## src/ctio_pkg.sv

```systemverilog
// Package for the tail-instruction execution block: opcodes, widths, reset values.
// Assumes a single 40 MHz system clock; the decoder upstream presents one op at a time and holds it until ready_o.
// Behaviour
// - Nibble exchange: operand high nibble to working low, low to high; no flags.
// - Skip-on-null tests whole byte; skip next instruction if zero; flags untouched.
// - A taken skip inserts one dummy cycle, two instruction cycles in total.
// - Skip-on-null-with-copy copies byte to working register, skips if zero.
// - Bit-test skip: skip if selected bit is zero; flags untouched.
// - Current-page table read: low byte to memory, high byte to latch.
// - Final-page table read: same, from the last program page.
// - Exclusive-OR into working register; only null-result flag changes.
// - Exclusive-OR into memory byte; only null-result flag changes.
// - Exclusive-OR of working register with immediate; only null flag changes.
package ctio_pkg;
	localparam int DATA_W = 8;
	localparam int PROG_W = 16;
	localparam int PC_W   = 13;
	localparam int TP_W   = 8;
	localparam int BIT_W  = 3;
	localparam int OP_W   = 4;

	localparam logic [DATA_W-1:0] WORK_RST = 8'h00;
	localparam logic [PC_W-TP_W-1:0] LAST_PAGE = 5'h1F;

	typedef enum logic [OP_W-1:0] {
		CTIO_OP_NOP       = 4'h0,
		CTIO_OP_SWAPW     = 4'h1,
		CTIO_OP_SKNULL    = 4'h2,
		CTIO_OP_SKNULLCP  = 4'h3,
		CTIO_OP_SKBIT     = 4'h4,
		CTIO_OP_TRDCUR    = 4'h5,
		CTIO_OP_TRDFIN    = 4'h6,
		CTIO_OP_XORW      = 4'h7,
		CTIO_OP_XOR_MEM   = 4'h8,
		CTIO_OP_XORI      = 4'h9
	} ctio_op_t;

	typedef enum logic [1:0] {
		CTIO_ST_EXEC  = 2'b00,
		CTIO_ST_DUMMY = 2'b01,
		CTIO_ST_TWAIT = 2'b10
	} ctio_state_t;
endpackage

```

## src/ctio_alu_if.sv

```systemverilog
// Interface between the sequencer and the operand ALU.
// Assumes both ends run on the same system clock.
`timescale 1ns/1ps
interface ctio_alu_if;
	import ctio_pkg::*;
	ctio_op_t          op;
	logic [DATA_W-1:0] work;
	logic [DATA_W-1:0] mem;
	logic [DATA_W-1:0] imm;
	logic [BIT_W-1:0]  bsel;
	logic [DATA_W-1:0] result;
	logic              wr_work;
	logic              wr_mem;
	logic              null_upd;
	logic              null_val;
	logic              skip;
	modport seq (output op, work, mem, imm, bsel,
		input result, wr_work, wr_mem, null_upd, null_val, skip);
	modport alu (input op, work, mem, imm, bsel,
		output result, wr_work, wr_mem, null_upd, null_val, skip);
endinterface

```

## src/ctio_alu.sv

```systemverilog
// Combinational operand unit for the tail instructions.
// Assumes operands are stable for the cycle in which the op is presented.
`timescale 1ns/1ps
module ctio_alu
(
	ctio_alu_if.alu a   // Operands in, result and effects out
);
	import ctio_pkg::*;

	always_comb
	begin
		a.result   = '0;
		a.wr_work  = 1'b0;
		a.wr_mem   = 1'b0;
		a.null_upd = 1'b0;
		a.skip     = 1'b0;
		unique case (a.op)
			CTIO_OP_SWAPW:
			begin
				a.result  = {a.mem[3:0], a.mem[7:4]};
				a.wr_work = 1'b1;
			end
			CTIO_OP_SKNULL:
				a.skip = (a.mem == '0);
			CTIO_OP_SKNULLCP:
			begin
				a.result  = a.mem;
				a.wr_work = 1'b1;
				a.skip    = (a.mem == '0);
			end
			CTIO_OP_SKBIT:
				a.skip = ~a.mem[a.bsel];
			CTIO_OP_XORW:
			begin
				a.result   = a.work ^ a.mem;
				a.wr_work  = 1'b1;
				a.null_upd = 1'b1;
			end
			CTIO_OP_XOR_MEM:
			begin
				a.result   = a.mem ^ a.work;
				a.wr_mem   = 1'b1;
				a.null_upd = 1'b1;
			end
			CTIO_OP_XORI:
			begin
				a.result   = a.work ^ a.imm;
				a.wr_work  = 1'b1;
				a.null_upd = 1'b1;
			end
			default:
				a.result = '0;
		endcase
		a.null_val = (a.result == '0);
	end
endmodule

```

## src/ctio_core.sv

```systemverilog
// Execution sequencer for the tail instruction group of an 8-bit core.
// Assumes the decoder holds op_i and operands until ready_o, and that the
// program memory answers a read request on the next clock edge.
`timescale 1ns/1ps
module ctio_core
(
	input  wire logic                     clk_sys_i,     // 40 MHz system clock
	input  wire logic                     rst_i,         // Async reset, active high
	input  wire logic                     valid_i,       // Op presented this cycle
	input  wire ctio_pkg::ctio_op_t       op_i,          // Decoded instruction
	input  wire logic [ctio_pkg::DATA_W-1:0] mem_i,      // Addressed data byte
	input  wire logic [ctio_pkg::DATA_W-1:0] imm_i,      // Immediate constant
	input  wire logic [ctio_pkg::BIT_W-1:0]  bsel_i,     // Bit position
	input  wire logic [ctio_pkg::PC_W-1:0]   pc_i,       // Executing instruction address
	input  wire logic [ctio_pkg::TP_W-1:0]   tptr_i,     // Table pointer
	input  wire logic [ctio_pkg::PROG_W-1:0] prog_data_i, // Program word read back
	output logic                          ready_o,       // Op finished this cycle
	output logic                          dummy_o,       // Dummy cycle in progress
	output logic                          skip_next_o,   // Next fetch is discarded
	output logic [ctio_pkg::DATA_W-1:0]   working_register_o, // Working register
	output logic                          null_flag_o,   // Null-result flag
	output logic [ctio_pkg::DATA_W-1:0]   table_high_byte_latch_o, // Table high byte
	output logic                          mem_we_o,      // Data byte write strobe
	output logic [ctio_pkg::DATA_W-1:0]   mem_wdata_o,   // Data byte write value
	output logic                          prog_re_o,     // Program read request
	output logic [ctio_pkg::PC_W-1:0]     prog_addr_o    // Program read address
);
	import ctio_pkg::*;

	ctio_alu_if alu_bus ();

	// Sequencer state and the pulses it raises
	ctio_state_t       st_q, st_d;
	logic              rdy_q, rdy_d;
	logic              skp_q, skp_d;
	logic              dum_q, dum_d;
	// Working register and null-result flag
	logic [DATA_W-1:0] work_q, work_d;
	logic              null_q, null_d;
	// Data byte write port
	logic              we_q, we_d;
	logic [DATA_W-1:0] wdat_q, wdat_d;
	// Program read port and table high-byte latch
	logic              pre_q, pre_d;
	logic [PC_W-1:0]   padr_q, padr_d;
	logic [DATA_W-1:0] thb_q, thb_d;
	// Issue strobes for the ALU and table groups, and table completion
	logic              take_alu;
	logic              take_tbl;
	logic              tbl_done;

	function automatic logic is_table_read(input ctio_op_t op);
		return (op == CTIO_OP_TRDCUR) || (op == CTIO_OP_TRDFIN);
	endfunction

	function automatic logic [PC_W-1:0] table_addr
	(
		input ctio_op_t        op,
		input logic [PC_W-1:0] pc,
		input logic [TP_W-1:0] tp
	);
		// Page bits come from the executing address or from the final page
		if (op == CTIO_OP_TRDFIN)
			return {LAST_PAGE, tp};
		else
			return {pc[PC_W-1:TP_W], tp};
	endfunction

	// Ops are only accepted while idle, so a busy sequencer ignores valid_i
	assign take_alu = valid_i && (st_q == CTIO_ST_EXEC) && !is_table_read(op_i);
	assign take_tbl = valid_i && (st_q == CTIO_ST_EXEC) && is_table_read(op_i);
	assign tbl_done = (st_q == CTIO_ST_TWAIT);

	assign alu_bus.op   = take_alu ? op_i : CTIO_OP_NOP;
	assign alu_bus.work = work_q;
	assign alu_bus.mem  = mem_i;
	assign alu_bus.imm  = imm_i;
	assign alu_bus.bsel = bsel_i;

	ctio_alu u_alu
	(
		.a (alu_bus.alu)
	);

	always_comb
	begin
		st_d  = st_q;
		rdy_d = 1'b0;
		skp_d = 1'b0;
		dum_d = 1'b0;
		unique case (st_q)
			CTIO_ST_EXEC:
			begin
				if (take_tbl)
					st_d = CTIO_ST_TWAIT;
				else if (take_alu && alu_bus.skip)
				begin
					// Dummy cycle covers the discarded fetch
					skp_d = 1'b1;
					dum_d = 1'b1;
					st_d  = CTIO_ST_DUMMY;
				end
				else if (take_alu)
					rdy_d = 1'b1;
			end
			CTIO_ST_DUMMY:
			begin
				rdy_d = 1'b1;
				st_d  = CTIO_ST_EXEC;
			end
			CTIO_ST_TWAIT:
			begin
				rdy_d = 1'b1;
				st_d  = CTIO_ST_EXEC;
			end
			default:
				st_d = CTIO_ST_EXEC;
		endcase
	end

	always_ff @(posedge clk_sys_i or posedge rst_i)
	begin
		if (rst_i)
		begin
			st_q  <= CTIO_ST_EXEC;
			rdy_q <= 1'b0;
			skp_q <= 1'b0;
			dum_q <= 1'b0;
		end
		else
		begin
			st_q  <= st_d;
			rdy_q <= rdy_d;
			skp_q <= skp_d;
			dum_q <= dum_d;
		end
	end

	always_comb
	begin
		work_d = work_q;
		null_d = null_q;
		if (take_alu && alu_bus.wr_work)
			work_d = alu_bus.result;
		// Only the exclusive-OR ops raise null_upd; skips and swaps leave the flag
		if (take_alu && alu_bus.null_upd)
			null_d = alu_bus.null_val;
	end

	always_ff @(posedge clk_sys_i or posedge rst_i)
	begin
		if (rst_i)
		begin
			work_q <= WORK_RST;
			null_q <= 1'b0;
		end
		else
		begin
			work_q <= work_d;
			null_q <= null_d;
		end
	end

	always_comb
	begin
		we_d   = 1'b0;
		wdat_d = wdat_q;
		if (tbl_done)
		begin
			we_d   = 1'b1;
			wdat_d = prog_data_i[DATA_W-1:0];
		end
		else if (take_alu && alu_bus.wr_mem)
		begin
			we_d   = 1'b1;
			wdat_d = alu_bus.result;
		end
	end

	always_ff @(posedge clk_sys_i or posedge rst_i)
	begin
		if (rst_i)
		begin
			we_q   <= 1'b0;
			wdat_q <= '0;
		end
		else
		begin
			we_q   <= we_d;
			wdat_q <= wdat_d;
		end
	end

	always_comb
	begin
		pre_d  = 1'b0;
		padr_d = padr_q;
		thb_d  = thb_q;
		if (take_tbl)
		begin
			pre_d  = 1'b1;
			padr_d = table_addr(op_i, pc_i, tptr_i);
		end
		// Flags stay untouched on table reads
		if (tbl_done)
			thb_d = prog_data_i[PROG_W-1:DATA_W];
	end

	always_ff @(posedge clk_sys_i or posedge rst_i)
	begin
		if (rst_i)
		begin
			pre_q  <= 1'b0;
			padr_q <= '0;
			thb_q  <= '0;
		end
		else
		begin
			pre_q  <= pre_d;
			padr_q <= padr_d;
			thb_q  <= thb_d;
		end
	end

	assign ready_o                 = rdy_q;
	assign dummy_o                 = dum_q;
	assign skip_next_o             = skp_q;
	assign working_register_o      = work_q;
	assign null_flag_o             = null_q;
	assign table_high_byte_latch_o = thb_q;
	assign mem_we_o                = we_q;
	assign mem_wdata_o             = wdat_q;
	assign prog_re_o               = pre_q;
	assign prog_addr_o             = padr_q;
endmodule

```

## config.mk

```make
export PLATFORM = sky130hd
export DESIGN_NAME = ctio_core
export DESIGN_NICKNAME = d
export VERILOG_FILES = /design/src/ctio_pkg.sv /design/src/ctio_alu_if.sv /design/src/ctio_alu.sv /design/src/ctio_core.sv
export SDC_FILE = /design/constraint.sdc
export NUM_CORES = 1
export LEC_CHECK = 0
export ABC_CLOCK_PERIOD_IN_PS = 3800
export BUFFER_PORTS_ARGS = -buffer_cell sky130_fd_sc_hd__buf_2
export CAP_MARGIN = 20
export CORE_UTILIZATION = 51
export CTS_CLUSTER_SIZE = 8
export DETAILED_ROUTE_END_ITERATION = 16
export GPL_TIMING_DRIVEN = 0
export PLACE_DENSITY_LB_ADDON = 0.12
export SLEW_MARGIN = 20
export SYNTH_ARGS = -nofsm -noshare
export SYNTH_HDL_FRONTEND = slang
export SYNTH_SLANG_ARGS = --single-unit
export TNS_END_PERCENT = 10
```

## constraint.sdc

```tcl
create_clock -name clk_sys_i -period 3.8 [get_ports clk_sys_i]
set_clock_uncertainty 0.15 [all_clocks]
set_input_delay 0.19 -clock clk_sys_i [delete_from_list [all_inputs] [get_ports clk_sys_i]]
set_output_delay 0.19 -clock clk_sys_i [all_outputs]
set_load 0.05 [all_outputs]
```

======== After elaboration in Yosys (flattened, before gate mapping) ========
Index checks and enable logic that the tools add are counted.
cells by class
  mux-type cells .......................... 24
  reduce and logical (&&, ||, !) cells .... 18
  bitwise logic cells ..................... 3
  $lt $le $gt $ge ......................... 1
  eq/ne operators ......................... 12
operators with widths
  operator                                                     count
  case mux 8 bit (4 select lines)                              1
  equality test 4 x 3 -> 1 bit (second input constant)         4
  logical NOT 8 bit                                            2
  2-to-1 mux 8 bit                                             2
  bitwise XOR 8 bit                                            2
  2-to-1 mux 1 bit                                             13
  2-to-1 mux 13 bit                                            1
  equality test 4 x 2 -> 1 bit (second input constant)         2
  equality test 4 bit (second input constant)                  2
  logical AND 1 bit                                            7
  2-to-1 mux 2 bit                                             3
  OR reduction 2 bit                                           3
  equality test 4 x 1 -> 1 bit (second input constant)         1
  less-than comparator 3 x 4 -> 1 bit (second input constant)  1
  2-to-1 mux 4 bit                                             1
  case mux 1 bit (2 select lines)                              2
  OR reduction 4 bit                                           1
  binary-select mux 1 bit (select 3 bit)                       1
  inequality test 3 x 2 -> 1 bit (second input constant)       1
  OR reduction 3 bit                                           1
  equality test 2 x 1 -> 1 bit (second input constant)         1
  equality test 2 bit (second input constant)                  1
  logical NOT 2 bit                                            1
  nonzero test 2 bit                                           1
  other kinds (3)                                              3
storage, ports and cells
  register bits ........................... 44
  output and inout port bits .............. 43
  input bits .............................. 63
  word-level logic and storage cells ...... 68

======== Depth between registers and ports, before layout ========
Gate-level depths: netlist of run 1.
  depth after elaboration ................. 12
  mapped depth ............................ 9
  depth with buffers taken out ............ 8

======== Hierarchy ========
A second synthesis of run 1 with hierarchy kept.
unflattened totals
  cells, all modules ...................... 214
  area, all modules ....................... 2452.4 sq um
by module, submodules not included
  module     times used  area each (sq um)  cells an instance  seq. area each (sq um)
  ctio_core  1           1950.6             158                1101.1
  ctio_alu   1           501.7              56                 0.0

======== Worst setup path after synthesis of run 1 ========
OpenSTA, ideal clock, no wires.
  path type ............................... reg2reg
  start point ............................. register st_q[0]
  end point ............................... register null_q, in the netlist null_flag_o
  data required time ...................... 3.528 ns
  library setup time ...................... 0.122 ns
  clock period less this slack ............ 2.191 ns
  data arrival time ....................... 1.920 ns
  path slack .............................. 1.609 ns
  stages on the path, launching flop included .. 9
  buffers on the path ..................... 0
  path through ............................ dfrtp_1 inv_1 ha_1 nand2_2 nor4_2 a22oi_1 nand3_1 nor4_2 a32o_1
on the way
  cells in the longest elaborated chain, start to end .. 8
  elaborated cells between the ends (all ways) .. 15
  classes of those cells .................. 5 x eq/ne; 3 x mux; 7 x reduce/logical
RTL lines
  what                                                                       RTL line                          source
  start, declared                                                            ctio_core.sv:33                   ctio_state_t st_q, st_d;
  start signal, assigned                                                     ctio_core.sv:132                  st_q <= st_d;
  logical NOT 2 bit (*)                                                      ctio_core.sv:70                   assign take_alu = valid_i && (st_q == CTIO_ST_EXEC) && !is_table_read(op_i);
  logical AND 1 bit (*) (2 in series)                                        ctio_core.sv:70
  2-to-1 mux 4 bit                                                           ctio_core.sv:74                   assign alu_bus.op = take_alu ? op_i : CTIO_OP_NOP;
  equality test 4 x 3 -> 1 bit or equality test 4 bit (tied branches)        ctio_alu.sv:17                    unique case (a.op)
  OR reduction 2 bit (no source line) or OR reduction 3 bit (tied branches)  -
  case mux 8 bit (4 select lines) or 2-to-1 mux 1 bit (tied branches)        ctio_alu.sv:17
  logical NOT 8 bit or logical AND 1 bit (tied branches)                     ctio_alu.sv:54, ctio_core.sv:146
  end signal, assigned                                                       ctio_core.sv:160                  null_q <= null_d;
  end, declared                                                              ctio_core.sv:39                   logic null_q, null_d;
Mark *: on every way between the ends. The rest lies on a longest branch, timed or not.
A chain may end at the register's enable or synchronous reset.

======== Worst setup path in the final report of run 1 ========
Same ends and word-level chain as after synthesis.

==> results of run 1 <==
-- logic make-up after synthesis --
| family | count (synthesis) | share of synthesized area |
|---|---|---|
| AOI/OAI and AO/OA | 46 | 0.134 |
| and+or+nand+nor | 72 | 0.179 |
| buffers and inverters | 15 | 0.0301 |
| xor gates and xnor gates | 2 | 0.0106 |
| muxes | 34 | 0.166 |
| DFF | 44 | 0.464 |
| adders and majority gates | 3 | 0.0158 |
-- final timing paths --
kind                       slack (ps)  cells after the start                                endpoint                  startpoint
max in group asynchronous        2820                      4              mem_wdata_o[2]$_DFFE_PP0P_                       rst_i
max                              1180                      8                 null_flag_o$_DFFE_PP0P_         st_q[0]$_DFFE_PP0P_
min                                 3                      3              prog_addr_o[8]$_DFFE_PP0P_                     pc_i[8]
max reg2reg                      1180                      8                 null_flag_o$_DFFE_PP0P_         st_q[0]$_DFFE_PP0P_
min reg2reg                       340                      1              prog_addr_o[6]$_DFFE_PP0P_  prog_addr_o[6]$_DFFE_PP0P_
min in group asynchronous         220                      3  table_high_byte_latch_o[4]$_DFFE_PP0P_                       rst_i
-- area by class of cell --
cell class	count	area, um2	share of cell area
inverters	4	15.0	0.00454
flip-flops and latches	44	1100	0.333
plain buffers	11	56.3	0.0170
clock buffers	6	82.6	0.0250
well taps	52	65.1	0.0197
clock inverters	2	38.8	0.0117
repair buffers	121	746	0.226
multi-input cells	157	1200	0.363
-- synthesized netlist by cell type, types with 3 or more instances --
cell	number	area (um2)
nor4_2	3	37.5
nand4_1	7	43.8
inv_1	4	15.0
nor2_1	16	60.1
buf_2	3	15.0
mux2i_1	9	90.1
a22oi_1	7	52.6
o21ai_1	13	65.1
a211o_1	7	61.3
dfrtp_1	44	1100
ha_1	3	37.5
a21oi_1	8	40.0
mux2_2	16	180
nand3_1	12	60.1
clkbuf_1	6	22.5
mux2_1	7	78.8
nand2_1	12	45.0
nand3_2	3	30.0
a211oi_1	3	22.5
-- flip-flops by register name, summed over array words and instances, names as in the netlist --
| signal | flops |
|---|---|
| working_register_o | 8 |
| ready_o | 1 |
| dummy_o | 1 |
| prog_re_o | 1 |
| mem_we_o | 1 |
| st_q | 2 |
| null_flag_o | 1 |
| prog_addr_o | 13 |
| mem_wdata_o | 8 |
| table_high_byte_latch_o | 8 |
-- power groups by stage --
| stage | logic [mW] | registers, mW | clock network [mW] |
|---|---|---|---|
| after floorplan | 0.306 | 1.42 | 0 |
| after CTS | 1.29 | 0.759 | 0.392 |
| after detailed placement | 1.27 | 0.764 | 0 |
| after global routing | 1.37 | 0.788 | 0.409 |
| final | 1.29 | 0.759 | 0.385 |
| after global placement | 1.25 | 0.756 | 0 |
-- repair_timing --
action,in CTS,in global routing
resized for setup,0,0
buffers inserted,0,0
hold buffers,25,0
endpoints found under the hold margin,68,0
-- layer usage --
layer	track usage	up-vias	part of all wire
met2	0.449	79	0.49
met4	0.0933	0	0.013
met1	0.332	1045	0.44
met5	0	-	0
met3	0.0606	9	0.059
li1	-	1057	-
-- through the flow --
| step | cells | setup slack [ps] | hold slack, ps | total power [mW] |
|---|---|---|---|---|
| floorplan | 216 | 1610 | 167 | 1.73 |
| global placement | 363 | 1290 | 253 | 2.01 |
| detailed placement | 364 | 1250 | -4.01 | 2.04 |
| CTS | 397 | 1240 | 3.11 | 2.44 |
| global route | 397 | 957 | 20.4 | 2.56 |
| finish | 397 | 1180 | 3.38 | 2.44 |
-- critical path: stages, from the launching register on --
cell and delay (ps):
dfrtp_1 410, inv_1 90, ha_1 240, nand2_2 200, nor4_2 670, a22oi_1 210
nand3_1 230, nor4_2 60, a32o_1 250
==> summary.md, run 1 <==
| Metric | Value |
|---|---|
| Layout fillers | 327 |
| Layout Utilization | 0.749 |
| Worst-path clk slew | 90 ps |
| Clk_lat worst skew | 300 ps |
| Starting Density | 0.537 |
| Routability cong. | 0.785 |
| Setup TNS | 0 ps |
| Gr ovfl total | 0 |
| Total CTS buffers | 5 |
| Pre-antenna DRT Iters | 5 |
| Critical Path Fanout Max | 9 |
| Fmax | 381 MHz |
| Peak supply drop | 549 uV |
| Fin. Hold Viols | 0 |
| Max-slew violation count | 0 |
| Seq/Total Area, Yosys | 0.464 |
| Worst Hold Class | input pin to flip-flop |
| Clk sinks | 44 |
| Static leakage | 1.56 nW |
| Critical path type | flip-flop to flip-flop |
| Share of synthesized registers carrying an async set or reset | 1.00 |
| Critical Path End Type | flip-flop |
| Hpwl dp | 4230 um |
| PD cells | 737 mW/mm2 |
| Die W | 70.2 um |
| CTS tree | yes |
| Synth Flop Type | dfrtp_1 |
| DIE AREA | 0.00493 mm2 |
| Final period util | 0.690 |
| Arrival time at the worst endpoint | 2670 ps |
| I/O Pins | 106 |
| Root buf cell | clkbuf_8 |
| Die height | 70.2 um |
| Syn Nets | 282 |
| Setup crit start kind | flip-flop |
| Antenna cells | 0 |
| Post-Syn Area per Cell | 11.0 um2 |
| Area growth, synth to finish | 39.3% |
| Core area | 0.00441 mm2 |
| Vias per cell | 5.52 |
| Synth warn | 0 |
| Number of global-route vias before repair | 2234 |
| Switch share | 0.502 |
| CP required | 3850 ps |
| Initial antenna violation count | 0 |
| First DRT Iteration DRCs | 116 |
| Worst Tran Pin Value | 738 ps |
| NetSw | 1.22 mW |
| DRT antenna net count | 0 |
| Avg WL per Cell | 15.1 um |
| Most common cell after layout, fill and taps aside | buf_2 |
| Post-Syn Area | 0.00237 mm2 |
| Rel. slew slack | 0.504 |
| Maxcap violations | 0 |
| Internal power | 1.21 mW |
| Post-Layout Inst Area | 0.00330 mm2 |
| Number of flops mapped to enable cells by yosys | 0 |
| # port buffers | 95 |
| Seq cells post-synth | 44 |
| H-tree levels | 2 |
| FP Rows | 24 |
| Clk pwr share | 0.158 |
| Max Buffers Root-to-Sink | 2 |
| Ratio of cells with drive above 1 in the final layout | 0.417 |
| RSZ-0062 raised after global routing | no |
| Min Tclk post-route | 2620 ps |
| Largest net degree at the start of global routing | 33 |
| GRT Overall Usage | 0.265 |
| Final nets | 410 |
| Comb pwr share | 0.530 |
| Flop pwr share | 0.312 |
| Yosys cell types | 48 |
| Most frequent cells in the layout | buf_2 (98), dfrtp_1 (44), dlygate4sd3_1 (25), mux2_2 (16), nor2_1 (16) |
| Drt total wl | 6010 um |
| Cell count after synthesis | 216 |
| Status | complete, no violations |
| Placed Area | 0.00293 mm2 |
| DR DRC count | 0 |
| Final setup fails | 0 |
| First-pass GRT wire length | 10200 um |
| Via Count | 2190 |
Power figures use the tool's default switching activity.
==> run 2: changes to the inputs <==
--- a/config.mk
+++ b/config.mk
@@ -5,10 +5,10 @@
 export SDC_FILE = /design/constraint.sdc
 export NUM_CORES = 1
 export LEC_CHECK = 0
-export ABC_CLOCK_PERIOD_IN_PS = 3800
+export ABC_CLOCK_PERIOD_IN_PS = 2500
 export BUFFER_PORTS_ARGS = -buffer_cell sky130_fd_sc_hd__buf_2
 export CAP_MARGIN = 20
-export CORE_UTILIZATION = 51
+export CORE_UTILIZATION = 47
 export CTS_CLUSTER_SIZE = 8
 export DETAILED_ROUTE_END_ITERATION = 16
 export GPL_TIMING_DRIVEN = 0
==> constraint.sdc (replaced) <==
create_clock -name clk_sys_i -period 2.5 [get_ports clk_sys_i]
set_clock_uncertainty 0.15 [all_clocks]
set_input_delay 0.125 -clock clk_sys_i [delete_from_list [all_inputs] [get_ports clk_sys_i]]
set_output_delay 0.125 -clock clk_sys_i [all_outputs]
set_load 0.05 [all_outputs]
==> run 2 against run 1 <==
Compared with the run above: sequential cell count did not move; routed wire length rose by 6.2%; sequential share of layout area fell by 0.66 points; largest power group unchanged; highest routed layer unchanged.
==> summary.md, run 2 (synthesized netlist as in run 1, its figures left out) <==
| Metric | Value |
|---|---|
| Routability cong. | 0.776 (-1.1%) |
| Slowest-stage cell, CP | or4_1 |
| Largest net degree at the start of global routing | 27 (-18%) |
| Crit path launch | st_q[0]$_DFFE_PP0P_ |
| WP buf/inv | 1 (unchanged) |
| Setup slack, reg-to-reg | 120 ps (-1050 ps) |
| Switch share | 0.513 (+0.0117) |
| Critical path type | flip-flop to flip-flop |
| Critical Path Fanout Max | 9 (unchanged) |
| Hpwl dp | 4390 um (+3.8%) |
| Clk sinks | 44 (unchanged) |
| Final nets | 414 (+0.98%) |
| Clk_lat worst skew | 300 ps (about the same) |
| Critical Path End Type | flip-flop |
| Setup bufs post-CTS | 0 (unchanged) |
| First DRT Iteration DRCs | 203 (+75%) |
| Cell-by-cell trace of the critical path | inv_1 > ha_1 > nand2_2 > or4_1 > a211oi_1 > a21oi_1 > a31o_1 |
| DR DRC count | 0 (unchanged) |
| Flop pwr share | 0.322 (+0.010) |
| DIE AREA | 0.00534 mm2 (+8.3%) |
| GRT Overall Usage | 0.248 (-0.0172) |
| Setup crit start kind | flip-flop |
| Total CTS buffers | 5 (unchanged) |
| PD cells | 1070 mW/mm2 (+45%) |
| Number of global-route vias before repair | 2148 (-3.8%) |
| Most common cell after layout, fill and taps aside | buf_2 |
| Layout fillers | 359 (+9.8%) |
| Die W | 73.0 um (+4.1%) |
| Gr ovfl total | 0 (unchanged) |
| Antenna cells | 0 (unchanged) |
| Hold path start | bsel_i[2] |
| Peak supply drop | 836 uV (+52%) |
| Die height | 73.0 um (+4.1%) |
| RSZ-0062 raised after global routing | yes |
| Area growth, synth to finish | 42.1% |
| Rel. slew slack | 0.502 (-0.00238) |
| CP peak stage delay | 520 ps (-150 ps) |
| I/O Pins | 106 (unchanged) |
| Max reg flops | 13 (unchanged) |
| FP Rows | 25 (+4.2%) |
| Max-slew violation count | 0 (unchanged) |
| Maxcap violations | 0 (unchanged) |
| First-pass GRT wire length | 9870 um (-3.5%) |
| Delay-heaviest family, CP | simple AND/OR/NAND/NOR gates |
| Layout Utilization | 0.704 (-0.0443) |
| Arrival time at the worst endpoint | 2420 ps (-250 ps) |
| Static leakage | 1.58 nW (+0.80%) |
| Ratio of cells with drive above 1 in the final layout | 0.418 (+0.000947) |
| Vias per cell | 5.29 (-4.2%) |
| Starting Density | 0.496 (-0.0417) |
| DRT antenna net count | 0 (unchanged) |
| Clk pwr share | 0.127 (-0.031) |
| Initial antenna violation count | 0 (unchanged) |
| Pre-antenna DRT Iters | 4 (-1) |
| Status | complete, no violations |
| Drt total wl | 6380 um (+6.2%) |
| Fin. Hold Viols | 0 (unchanged) |
| NetSw | 1.85 mW (+51%) |
| Worst Hold Class | input pin to flip-flop |
| Max Buffers Root-to-Sink | 2 (unchanged) |
| H-tree levels | 2 (unchanged) |
| Worst-path clk slew | 80 ps (about the same) |
| Internal power | 1.75 mW (+44%) |
| CP required | 2540 ps (-1310 ps) |
| Via Count | 2199 (+0.41%) |
| Core area | 0.00479 mm2 (+8.4%) |
| Root buf cell | clkbuf_8 |
| Fmax | 421 MHz (+10%) |
| Min Tclk post-route | 2380 ps (-245 ps) |
| CTS tree | yes |
| Final period util | 0.951 (+0.261) |
| # port buffers | 95 (unchanged) |
| Worst Tran Pin Value | 746 ps (+8.10 ps) |
| Comb pwr share | 0.552 (+0.022) |
| Avg WL per Cell | 15.3 um (+1.4%) |
| Total Power | 3.59 mW (+48%) |
| Final setup fails | 0 (unchanged) |
| RR Startpoint | st_q[0]$_DFFE_PP0P_ |
| Most frequent cells in the layout | buf_2 (98), dfrtp_1 (44), dlygate4sd3_1 (30), mux2_2 (16), nor2_1 (16) |
[run 2: area by class of cell]
cell class | count | area (um2) | share of cell area
buffer | 10 | 53.8 | 0.0160
tap | 67 | 83.8 | 0.0249
timing repair buffer | 126 | 796 | 0.236
multi-input combinational | 157 | 1230 | 0.364
inverter | 4 | 15.0 | 0.00445
clock buffer | 7 | 86.3 | 0.0256
clock inverter | 1 | 7.51 | 0.00223
sequential | 44 | 1100 | 0.327
[run 2: metal layers]
metal	GRT usage	share of wire	up-vias
met4	0.0915	0.015	0
met2	0.423	0.49	80
met5	0	0	-
met3	0.0511	0.063	10
li1	-	-	1070
met1	0.310	0.43	1039
[run 2: power by group through the flow]
stage,Sequential [mW],Clock [mW],Combinational (mW)
detailed placement,1.16,0,1.94
finish,1.16,0.456,1.98
floorplan,2.16,0,0.466
global route,1.19,0.490,2.09
global placement,1.15,0,1.91
CTS,1.16,0.468,1.98
[run 2: tightest hold or removal path, cell delays in order]
cell	delay [ps]
buf_2	90
a211oi_1	70
a21oi_1	240
inv_1	60
[run 2: worst paths after layout]
path,end,depth (start not counted)
setup / recovery,st_q[1]$_DFFE_PP0P_,7
max in group asynchronous,working_register_o[3]$_DFFE_PP0P_,4
min in group asynchronous,prog_addr_o[1]$_DFFE_PP0P_,3
hold / removal,dummy_o$_DFF_PP0_,4
setup reg to reg,st_q[1]$_DFFE_PP0P_,7
hold reg to reg,prog_addr_o[1]$_DFFE_PP0P_,1
[run 2: through the flow]
stage	setup TNS, ps	hold WS, ps	setup slack [ps]	instances	cell area [um2]
3_5_place_dp	-69.1	-7.15	-57.3	379	2950
2_1_floorplan	0	102	309	216	2370
3_3_place_gp	-6.70	188	-6.70	378	2930
4_1_cts	-43.0	154	-43.0	417	3360
5_1_grt	-57.8	202	-27.2	416	3370
6_report	0	179	124	416	3370
[run 2: repair_timing]
action / CTS / global route
hold buffers: 30 / 0
endpoints found under the setup margin: 6 / 17
hold endpoints to repair: 47 / 0
pin swaps: 0 / 2
resized for setup: 2 / 3
